--- src/rtl/ojag_pkg.sv ---
// Shared constants and enumerations for the operand and jump address generator.
`default_nettype none

package ojag_pkg;

	// ==========================================================================
	// Widths
	localparam int unsigned PC_W    = 15;
	localparam int unsigned BYTE_W  = 8;
	localparam int unsigned FIELD_W = 12;

	// ==========================================================================
	// Reset values
	localparam logic [14:0] PC_RST  = 15'h0000;
	localparam logic [7:0]  PTR_RST = 8'h00;

	// ==========================================================================
	// Instruction lengths and field layout
	localparam logic [14:0] LEN_ONE         = 15'h0001;
	localparam logic [14:0] LEN_TWO         = 15'h0002;
	localparam int unsigned DISP_MSB        = 5;
	localparam logic [14:0] DISP_BIAS       = 15'h001f;
	localparam int unsigned NIBBLE_MSB      = 3;
	localparam logic [3:0]  SHORT_UPPER     = 4'h0;
	localparam int unsigned PC_HI_LSB       = 8;
	localparam int unsigned NEAR_KEEP_LSB   = 12;
	localparam logic [7:0]  PTR_STEP        = 8'h01;
	localparam logic        PTR_SEL_FIRST   = 1'b0;
	localparam logic        PC_HIGH_UNUSED  = 1'b0;

	// ==========================================================================
	// Operations accepted on the command port
	typedef enum logic [3:0] {
		OJAG_OP_DIRECT,
		OJAG_OP_INDIRECT,
		OJAG_OP_IMMEDIATE,
		OJAG_OP_IMM_SHORT,
		OJAG_OP_TABLE_LOAD,
		OJAG_OP_REL_BRANCH,
		OJAG_OP_NEAR_ABS,
		OJAG_OP_FAR_ABS,
		OJAG_OP_TABLE_JUMP,
		OJAG_OP_VECTOR
	} ojag_op_t;

	// Pointer modification after an indirect access.
	typedef enum logic [1:0] {
		OJAG_POST_NONE,
		OJAG_POST_INC,
		OJAG_POST_DEC
	} ojag_post_t;

endpackage
`default_nettype wire

--- src/rtl/ojag_top.sv ---
// Operand and jump address generator of an 8-bit controller core.
// What this block does
// - Direct mode: operand address from instruction byte.
// - Indirect mode: selected pointer is the address.
// - Post-modify: access at pointer, then step it.
// - Immediate: operand fetched from byte after opcode.
// - Short load: nibble into pointer, upper cleared.
// - Table load: high byte plus accumulator, restore.
// - Counter is fifteen bits; top bit unused.
// - Relative branch: six-bit distance, -31 to +32.
// - Near branch replaces low twelve counter bits.
// - Far branch loads all fifteen counter bits.
// - Table jump: fetched byte becomes counter low.
// - Vector select loads two adjacent program bytes.
`timescale 1ns/1ps
`default_nettype none

module ojag_top (
	// Clock and reset.
	input  wire logic                core_clk,
	input  wire logic                reset_n,
	// Command port from the instruction decoder.
	input  wire logic                cmd_valid,
	output logic                     cmd_ready,
	input  wire ojag_pkg::ojag_op_t  cmd_op,
	input  wire logic                cmd_ptr_sel,
	input  wire ojag_pkg::ojag_post_t cmd_post,
	input  wire logic [11:0]         cmd_field,
	input  wire logic [7:0]          cmd_byte1,
	input  wire logic [7:0]          cmd_byte2,
	input  wire logic [7:0]          acc,
	// Program memory read port, data in the same cycle as the request.
	output logic                     pm_req,
	output logic [14:0]              pm_addr,
	input  wire logic [7:0]          pm_rdata,
	// Data memory address port.
	output logic                     dm_req,
	output logic [7:0]               dm_addr,
	// Results.
	output logic                     done,
	output logic                     acc_load_valid,
	output logic [7:0]               acc_load_data,
	output logic                     operand_valid,
	output logic [7:0]               operand_data,
	// Architectural state.
	output logic [7:0]               ptr_first,
	output logic [7:0]               ptr_second,
	output logic [7:0]               pc_high_byte,
	output logic [7:0]               pc_low_byte
);

	// ==========================================================================
	// State
	typedef enum logic [1:0] {
		OJAG_ST_IDLE,
		OJAG_ST_PM_WAIT,
		OJAG_ST_VEC_HI,
		OJAG_ST_VEC_LO
	} ojag_state_t;

	typedef struct packed {
		ojag_state_t        st;
		ojag_pkg::ojag_op_t op;
		logic [14:0]        pc;
		logic [7:0]         ptr_first;
		logic [7:0]         ptr_second;
		logic               pm_req;
		logic [14:0]        pm_addr;
		logic               dm_req;
		logic [7:0]         dm_addr;
		logic               done;
		logic               acc_valid;
		logic [7:0]         acc_data;
		logic               opnd_valid;
		logic [7:0]         opnd_data;
		logic [7:0]         vec_hi;
	} ojag_regs_t;

	ojag_regs_t  r;
	ojag_regs_t  next_r;
	logic        cmd_fire;
	logic [14:0] pc_plus_one;
	logic [14:0] pc_plus_two;
	logic [14:0] jump_pc;
	logic [7:0]  ptr_sel_val;
	logic [7:0]  ptr_stepped;

	// ==========================================================================
	// Target calculation
	ojag_pc_calc u_pc_calc (
		.pc          (r.pc),
		.op          (cmd_op),
		.field       (cmd_field),
		.byte1       (cmd_byte1),
		.byte2       (cmd_byte2),
		.pc_plus_one (pc_plus_one),
		.pc_plus_two (pc_plus_two),
		.jump_pc     (jump_pc)
	);

	// Commands are taken only while idle, so a multi-cycle fetch never overlaps.
	assign cmd_ready = (r.st == OJAG_ST_IDLE);
	assign cmd_fire  = cmd_valid && cmd_ready;

	// Selected pointer and its post-modified value; 8-bit arithmetic wraps freely.
	assign ptr_sel_val = (cmd_ptr_sel == ojag_pkg::PTR_SEL_FIRST) ? r.ptr_first : r.ptr_second;
	assign ptr_stepped = (cmd_post == ojag_pkg::OJAG_POST_DEC) ? ptr_sel_val - ojag_pkg::PTR_STEP
		: ptr_sel_val + ojag_pkg::PTR_STEP;

	// ==========================================================================
	// Next state. Strobes default low, so one stays high past a cycle only when set again, as pm_req is for a vector.
	always_comb begin
		next_r            = r;
		next_r.pm_req     = 1'b0;
		next_r.dm_req     = 1'b0;
		next_r.done       = 1'b0;
		next_r.acc_valid  = 1'b0;
		next_r.opnd_valid = 1'b0;
		case (r.st)
			OJAG_ST_IDLE: begin
				if (cmd_fire) begin
					next_r.op = cmd_op;
					case (cmd_op)
						ojag_pkg::OJAG_OP_DIRECT: begin
							next_r.dm_req  = 1'b1;
							next_r.dm_addr = cmd_byte1;
							next_r.pc      = pc_plus_two;
							next_r.done    = 1'b1;
						end
						ojag_pkg::OJAG_OP_INDIRECT: begin
							next_r.dm_req  = 1'b1;
							next_r.dm_addr = ptr_sel_val;
							next_r.pc      = pc_plus_one;
							next_r.done    = 1'b1;
							// The access uses the old value; the step lands with completion.
							if (cmd_post != ojag_pkg::OJAG_POST_NONE) begin
								if (cmd_ptr_sel == ojag_pkg::PTR_SEL_FIRST) begin
									next_r.ptr_first = ptr_stepped;
								end else begin
									next_r.ptr_second = ptr_stepped;
								end
							end
						end
						ojag_pkg::OJAG_OP_IMMEDIATE: begin
							next_r.pm_req  = 1'b1;
							next_r.pm_addr = pc_plus_one;
							next_r.st      = OJAG_ST_PM_WAIT;
						end
						ojag_pkg::OJAG_OP_IMM_SHORT: begin
							next_r.ptr_first = {ojag_pkg::SHORT_UPPER,
								cmd_field[ojag_pkg::NIBBLE_MSB:0]};
							next_r.pc        = pc_plus_one;
							next_r.done      = 1'b1;
						end
						ojag_pkg::OJAG_OP_TABLE_LOAD,
						ojag_pkg::OJAG_OP_TABLE_JUMP: begin
							// Accumulator stands in for the low byte only on the address.
							next_r.pm_req  = 1'b1;
							next_r.pm_addr = {r.pc[14:ojag_pkg::PC_HI_LSB], acc};
							next_r.st      = OJAG_ST_PM_WAIT;
						end
						ojag_pkg::OJAG_OP_REL_BRANCH,
						ojag_pkg::OJAG_OP_NEAR_ABS,
						ojag_pkg::OJAG_OP_FAR_ABS: begin
							next_r.pc   = jump_pc;
							next_r.done = 1'b1;
						end
						ojag_pkg::OJAG_OP_VECTOR: begin
							next_r.pm_req  = 1'b1;
							next_r.pm_addr = {cmd_byte1[6:0], cmd_byte2};
							next_r.st      = OJAG_ST_VEC_HI;
						end
						default: begin
							next_r.done = 1'b1;
						end
					endcase
				end
			end
			OJAG_ST_PM_WAIT: begin
				next_r.done = 1'b1;
				next_r.st   = OJAG_ST_IDLE;
				case (r.op)
					ojag_pkg::OJAG_OP_IMMEDIATE: begin
						next_r.opnd_valid = 1'b1;
						next_r.opnd_data  = pm_rdata;
						next_r.pc         = pc_plus_two;
					end
					ojag_pkg::OJAG_OP_TABLE_LOAD: begin
						// The counter was never disturbed, so the low byte is restored.
						next_r.acc_valid = 1'b1;
						next_r.acc_data  = pm_rdata;
						next_r.pc        = pc_plus_one;
					end
					ojag_pkg::OJAG_OP_TABLE_JUMP: begin
						next_r.pc = {r.pc[14:ojag_pkg::PC_HI_LSB], pm_rdata};
					end
					default: begin
						next_r.pc = r.pc;
					end
				endcase
			end
			OJAG_ST_VEC_HI: begin
				next_r.vec_hi  = pm_rdata;
				next_r.pm_req  = 1'b1;
				next_r.pm_addr = r.pm_addr + ojag_pkg::LEN_ONE;
				next_r.st      = OJAG_ST_VEC_LO;
			end
			OJAG_ST_VEC_LO: begin
				next_r.pc   = {r.vec_hi[6:0], pm_rdata};
				next_r.done = 1'b1;
				next_r.st   = OJAG_ST_IDLE;
			end
			default: begin
				next_r.st = OJAG_ST_IDLE;
			end
		endcase
	end

	// ==========================================================================
	// Registers
	always_ff @(posedge core_clk) begin
		if (!reset_n) begin
			r            <= '0;
			r.st         <= OJAG_ST_IDLE;
			r.op         <= ojag_pkg::OJAG_OP_DIRECT;
			r.pc         <= ojag_pkg::PC_RST;
			r.ptr_first  <= ojag_pkg::PTR_RST;
			r.ptr_second <= ojag_pkg::PTR_RST;
		end else begin
			r <= next_r;
		end
	end

	// ==========================================================================
	// Outputs, all straight from flip-flops.
	assign pm_req         = r.pm_req;
	assign pm_addr        = r.pm_addr;
	assign dm_req         = r.dm_req;
	assign dm_addr        = r.dm_addr;
	assign done           = r.done;
	assign acc_load_valid = r.acc_valid;
	assign acc_load_data  = r.acc_data;
	assign operand_valid  = r.opnd_valid;
	assign operand_data   = r.opnd_data;
	assign ptr_first      = r.ptr_first;
	assign ptr_second     = r.ptr_second;
	assign pc_high_byte   = {ojag_pkg::PC_HIGH_UNUSED, r.pc[14:ojag_pkg::PC_HI_LSB]};
	assign pc_low_byte    = r.pc[7:0];
endmodule
`default_nettype wire

--- src/rtl/ojag_pc_calc.sv ---
// Combinational program counter target calculation for sequential and jump flow.
`timescale 1ns/1ps
`default_nettype none

module ojag_pc_calc (
	// Current state.
	input  wire logic [14:0]      pc,
	input  wire ojag_pkg::ojag_op_t op,
	// Instruction fields.
	input  wire logic [11:0]      field,
	input  wire logic [7:0]       byte1,
	input  wire logic [7:0]       byte2,
	// Results.
	output logic      [14:0]      pc_plus_one,
	output logic      [14:0]      pc_plus_two,
	output logic      [14:0]      jump_pc
);

	// ==========================================================================
	// Sequential successors wrap in 15 bits, like the counter itself.
	assign pc_plus_one = pc + ojag_pkg::LEN_ONE;
	assign pc_plus_two = pc + ojag_pkg::LEN_TWO;

	// ==========================================================================
	// Jump targets. The six-bit field carries the distance with a bias of 31,
	// so codes 0 to 63 span -31 to +32 and no sign bit is wasted.
	always_comb begin
		jump_pc = pc;
		case (op)
			ojag_pkg::OJAG_OP_REL_BRANCH: begin
				jump_pc = pc + {9'h000, field[ojag_pkg::DISP_MSB:0]} - ojag_pkg::DISP_BIAS;
			end
			ojag_pkg::OJAG_OP_NEAR_ABS: begin
				jump_pc = {pc[14:ojag_pkg::NEAR_KEEP_LSB], field};
			end
			ojag_pkg::OJAG_OP_FAR_ABS: begin
				jump_pc = {byte1[6:0], byte2};
			end
			default: begin
				jump_pc = pc;
			end
		endcase
	end

endmodule
`default_nettype wire

--- config.mk ---
export PLATFORM = sky130hd
export DESIGN_NAME = ojag_top
export DESIGN_NICKNAME = d
export VERILOG_FILES = /design/src/rtl/ojag_pkg.sv /design/src/rtl/ojag_top.sv /design/src/rtl/ojag_pc_calc.sv
export SDC_FILE = /design/constraint.sdc
export NUM_CORES = 1
export LEC_CHECK = 0
export ABC_CLOCK_PERIOD_IN_PS = 7510
export BUFFER_PORTS_ARGS = -buffer_cell sky130_fd_sc_hd__clkbuf_2
export CAP_MARGIN = 25
export CELL_PAD_IN_SITES_DETAIL_PLACEMENT = 1
export CELL_PAD_IN_SITES_GLOBAL_PLACEMENT = 2
export CORE_MARGIN = 4
export CORE_UTILIZATION = 25
export CTS_CLUSTER_SIZE = 10
export DETAILED_ROUTE_END_ITERATION = 8
export PLACE_DENSITY = 0.74
export RECOVER_POWER = 50
export SETUP_SLACK_MARGIN = 0.3
export SYNTH_ARGS = -nofsm -noshare
export SYNTH_HDL_FRONTEND = slang
export SYNTH_SLANG_ARGS = --single-unit
--- constraint.sdc ---
create_clock -name core_clk -period 7.51 [get_ports core_clk]
set_input_delay 1.502 -clock core_clk [delete_from_list [all_inputs] [get_ports core_clk]]
set_output_delay 1.502 -clock core_clk [all_outputs]
set_load 0.03 [all_outputs]
# Word-level counts from Yosys, hierarchy flattened
# Cells that the tools add are included.
[classes]
n_eq_ne = 28
add_sub_neg = 7
n_reduce_logical = 27
mux = 21
[op_table]
columns = ["operator", "count"]
rows = [
  ["case mux 15 bit (3 select lines)", 4],
  ["2-to-1 mux 63 bit", 1],
  ["case mux 16 bit (3 select lines)", 1],
  ["2-to-1 mux 8 bit", 5],
  ["case mux 16 bit (2 select lines)", 1],
  ["adder 15 x 1 -> 15 bit (second input constant)", 2],
  ["equality test 4 x 3 -> 1 bit (second input constant)", 5],
  ["2-to-1 mux 9 bit", 2],
  ["case mux 9 bit (2 select lines)", 1],
  ["2-to-1 mux 16 bit", 1],
  ["case mux 8 bit (2 select lines)", 1],
  ["adder 15 x 2 -> 15 bit (second input constant)", 1],
  ["adder 15 x 6 -> 15 bit", 1],
  ["AND reduction 5 bit", 3],
  ["subtractor 15 x 5 -> 15 bit (second input constant)", 1],
  ["equality test 4 x 2 -> 1 bit (second input constant)", 3],
  ["equality test 4 bit (second input constant)", 3],
  ["AND reduction 2 bit", 5],
  ["AND reduction 3 bit", 3],
  ["adder 8 x 1 -> 8 bit (second input constant)", 1],
  ["inequality test 4 x 1 -> 1 bit (second input constant)", 2],
  ["inequality test 4 x 2 -> 1 bit (second input constant)", 2],
  ["nonzero test 2 bit", 4],
  ["subtractor 8 x 1 -> 8 bit (second input constant)", 1],
  ["other kinds (22)", 29],
]
[word_totals]
inputBits = 54
register_bits = 88
word_cells = 100
out_inout_bits = 77

# Longest topological paths before layout
[depth]
word_depth = 8
depth_mapped = 13
ltp_nobuf = 13

# Cells and area by module
# From an unflattened synthesis, not the netlist that was laid out.
[unflattened]
cells_unflattened = 954
area_unflattened_um2 = 7382.1
[modules_own_cells]
columns = ["mod", "seq_area_each_um2", "area_per_inst_um2", "cells_per_inst", "instances"]
rows = [
  ["ojag_top", 1761.7, 5610.4, 677, 1],
  ["ojag_pc_calc", 0.0, 1771.7, 277, 1],
]

# Worst setup path after synthesis
# No wires, ideal clock.
[synth_timing]
path_type = "input to register"
startpoint = "in cmd_ptr_sel"
endpoint = "reg ptr_first[6] (netlist name)"
setup_slack_ps = 3923
t_required_ps = 7387
path_stages = 10
path_buffers = 1
t_arrival_ps = 3464
setup_ps = 123
path_cell_list = "buf_1 -> mux2_2 -> ha_1 -> nor2b_1 -> o21a_1 -> o21ai_0 -> nand2b_1 -> a21oi_1 -> xor2_1 -> o21ai_0"
[synth_between]
elab_chain_len = 6
word_cells_on_any_way = 9
cone_classes = "add/sub (2); eq/ne (1); mux (5); reduce/logical (1)"
[synth_lines]
columns = ["element", "line_no", "rtl"]
rows = [
  ["start: declaration", "ojag_top.sv:26", "input wire logic cmd_ptr_sel,"],
  ["2-to-1 mux 8 bit", "ojag_top.sv:106", "assign ptr_sel_val = (cmd_ptr_sel == ojag_pkg::PTR_SEL_FIRST) ? r.ptr_first : r.ptr_second;"],
  ["adder 8 x 1 -> 8 bit or subtractor 8 x 1 -> 8 bit (tied branches)", "ojag_top.sv:108, ojag_top.sv:107", ""],
  ["2-to-1 mux 8 bit", "ojag_top.sv:107", "assign ptr_stepped = (cmd_post == ojag_pkg::OJAG_POST_DEC) ? ptr_sel_val - ojag_pkg::PTR_STEP"],
  ["2-to-1 mux 8 bit", "ojag_top.sv:137", "if (cmd_ptr_sel == ojag_pkg::PTR_SEL_FIRST) begin"],
  ["2-to-1 mux 16 bit", "ojag_top.sv:136", "if (cmd_post != ojag_pkg::OJAG_POST_NONE) begin"],
  ["case mux 8 bit (2 select lines)", "ojag_top.sv:123", "case (cmd_op)"],
]
# Several ways; a longest one is shown, not always the timed one. The select of a mux whose other input is x is not followed.
# A chain may end at the register's enable or synchronous reset.

==> flow_metrics.tcl <==
set metrics [dict create \
    status "finished with violations" \
    hpwl_um 22850 \
    die_area_um2 30800 \
    place_ws_ns 3.467 \
    grt.total_usage_pct 18.43 \
    ant_nets 0 \
    dr.pass1.iters 5 \
    cts_max_path_buffers 2 \
    die_y_um 175.5 \
    end_kind "register" \
    finalSetupTns_ns 0 \
    pin_count 131 \
    antenna_cells 0 \
    post_cts_hold_buffer_count 0 \
    core_um2 27710 \
    die_x_um 175.5 \
    top_usage_layer "met2" \
    root_buffer "clkbuf_16" \
    skew_ns 0.009065 \
    cp.arrival_ns 5.08 \
    clock-sinks 88 \
    vias 7003 \
    rows 61 \
    startpoint "reset_n" \
    synth_ff_type "dfxtp_1" \
    synth_area_um2 7013 \
    met2_usage_pct 29.80 \
    hold_path.class "register to register" \
    grt_pass1_vias 6993 \
    drc 0 \
    violations "capacitance limit, slew limit" \
    slew_headroom_pct -114.4 \
    cts.repair.resized 0 \
    rsz0062_at_grt "false" \
    p_leak_uw 0.002758 \
    fin_ws_ns 2.670 \
    initial_core_util_pct 25.31 \
    numCtsBuffers 9 \
    ys_warn_count 0 \
    max_freq_ghz 0.2066 \
    worstSetupPathType "primary input to register" \
    worstMarginPinSlew_ns 3.216 \
    drtIter0Drc 568 \
    yosysUniqueCellTypes 75 \
    nets 1045 \
    antenna_found_initial 0 \
    finalCriticalPeriod_ns 4.840 \
    portBuffers 129 \
    cts.clk_slew.worst_paths_ns 0.08 \
    cts_tree "done" \
    synth-seq-area-share_pct 25.12 \
    wl_um 29180 \
    final_cell_mix "nand2_1 (118), dfxtp_1 (88), nor2_1 (85)" \
    htree_num_levels 3 \
    grt-ovfl-total 0 \
    crit_required_ns 7.75 \
    crit-reg2reg-launch "pc_low_byte[0]$_SDFFE_PN0P_" \
    syn_nets 1024 \
    min_period_over_period_pct 64.45 \
    ys_async_sr_fraction_pct 0 \
    ir_drop_mv 0.07902 \
    fin_util_pct 27.39 \
    netlist_instances 933 \
    final_common_cell "nand2_1" \
    grtUsageMet3_pct 3.487 \
    power.density_nw_per_um2 170.8 \
    setup_violations 0 \
    post_drt_wl_per_cell_um 21.83 \
    synth_edf_count 0 \
    critPathLaunchType "primary input" \
    maxSlewViolCount 92 \
    hold_viol_final 0 \
    avgSynthCellArea_um2 7.517 \
    synth_seq_cells 88 \
    drive_gt1_share_pct 12.10 \
    drv_cap 2 \
    grt_pass1_wl_um 44120 \
    clkLatencyLatePin_ns 0.35 \
    postCtsSetupBuffers 0 \
    hold_start "acc_load_data[1]$_SDFFE_PN0P_" \
    grt_max_degree 65 \
    grt_use_met1_pct 24.42 \
    vias_per_cell 5.238 \
    gp_congestion 0.8748 \
    areaGrowthSynthToFinish_pct 8.225 \
    path_max_fanout 64 \
]
==> final cells by class <==
class / count / area, um^2
multi-input combinational: 691 / 4353
fill: 3421 / 20120
timing repair buffer: 133 / 595.6
clock buffer: 9 / 225.2
tap: 378 / 473.0
inverter: 31 / 116.4
clock inverter: 7 / 65.06
sequential: 88 / 1762
==> per-layer routing <==
layer  share of wire [%]  vias to the layer above  wire, um
met3                 6.4                       51      1856
met4                 3.8                        0      1095
met2                  46                      226     13320
li1                    -                     3309         -
met5                   0                        -         0
met1                  44                     3417     12910
==> where the power goes <==
group | switching [uW] | leakage [uW] | internal [uW] | total [uW]
registers | 33.9 | 0.000713 | 479 | 513
clock network | 227 | 0.000132 | 231 | 458
logic | 215 | 0.00191 | 110 | 325
total | 475 | 0.00276 | 821 | 1300
==> worst paths after layout <==
check	to	slack [ns]	cells after the start
worst max-delay path	pc_high_byte[0]$_SDFFE_PN0P_	2.67	6
worst min-delay path	acc_load_data[1]$_SDFFE_PN0P_	0.46	2
worst max register to register	pc_high_byte[3]$_SDFFE_PN0P_	4.03	13
worst min register to register	acc_load_data[1]$_SDFFE_PN0P_	0.46	2
==> flip-flops by register name (all words and copies together), names as in the netlist <==
signal,count
acc_load_valid,1
dm_addr,8
operand_valid,1
done,1
pc_high_byte,7
pm_addr,15
pc_low_byte,8
pm_req,1
ptr_first,8
ptr_second,8
operand_data,8
acc_load_data,8
dm_req,1
r,13
==> critical path, stage by stage <==
cell and delay [ns]:
clkbuf_1 0.60, clkinv_1 0.15, clkbuf_1 2.27, nor2_1 0.22
o21ai_0 0.18, o21ai_0 0.09
==> cells in the mapped netlist, types with 4 or more instances <==
cell / instances / share of area [%]
clkbuf_1: 24 / 1.3
ha_1: 35 / 6.2
a31oi_1: 11 / 0.98
a221oi_1: 14 / 1.7
nor2_1: 85 / 4.5
nand2_1: 118 / 6.3
o22ai_1: 9 / 0.80
xor2_1: 11 / 1.4
mux2_2: 8 / 1.3
inv_1: 28 / 1.5
a21o_1: 8 / 0.86
nand3_1: 24 / 1.7
and3_1: 10 / 0.89
o21a_1: 8 / 0.86
nand2b_1: 8 / 0.71
o31ai_1: 5 / 0.54
nor3_1: 24 / 1.7
and2_1: 5 / 0.45
a21oi_1: 75 / 5.4
a211oi_1: 15 / 1.6
a222oi_1: 9 / 1.3
xnor2_1: 34 / 4.2
dfxtp_1: 88 / 25
o221ai_1: 5 / 0.62
buf_2: 19 / 1.4
a22oi_1: 15 / 1.6
nor2_2: 4 / 0.36
o211ai_1: 7 / 0.75
nor2b_1: 6 / 0.54
buf_4: 77 / 8.2
or2_2: 4 / 0.36
mux2i_1: 14 / 2.0
o21ai_0: 54 / 3.9
nand4_1: 7 / 0.62
==> logic make-up (layout without fill, tap and decap cells) <==
logic type                 after synthesis  count (layout)  share of synthesized area [%]
AOI/OAI and AO/OA                      271             271                          25.57
xor gates and xnor gates                45              45                          5.620
adders and majority gates               37              37                          6.815
buffers and inverters                  154             180                          12.81
DFF                                     88              88                          25.12
muxes                                   22              22                          3.283
other                                    1               1                        0.05347
and+or+nand+nor                        315             315                          20.73
==> stage by stage <==
stage               std cells  power, uW  instance area [um^2]  hold slack [ns]
detailed placement       1321      846.8                  7383           0.4503
global placement         1318      845.7                  7357           0.4440
CTS                      1337       1305                  7674           0.4618
floorplan                 933      744.8                  7013           0.4364
global route             1337       1353                  7590           0.4788
finish                   1337       1296                  7590           0.4585
Note: power is estimated with default switching activity, not from simulation.
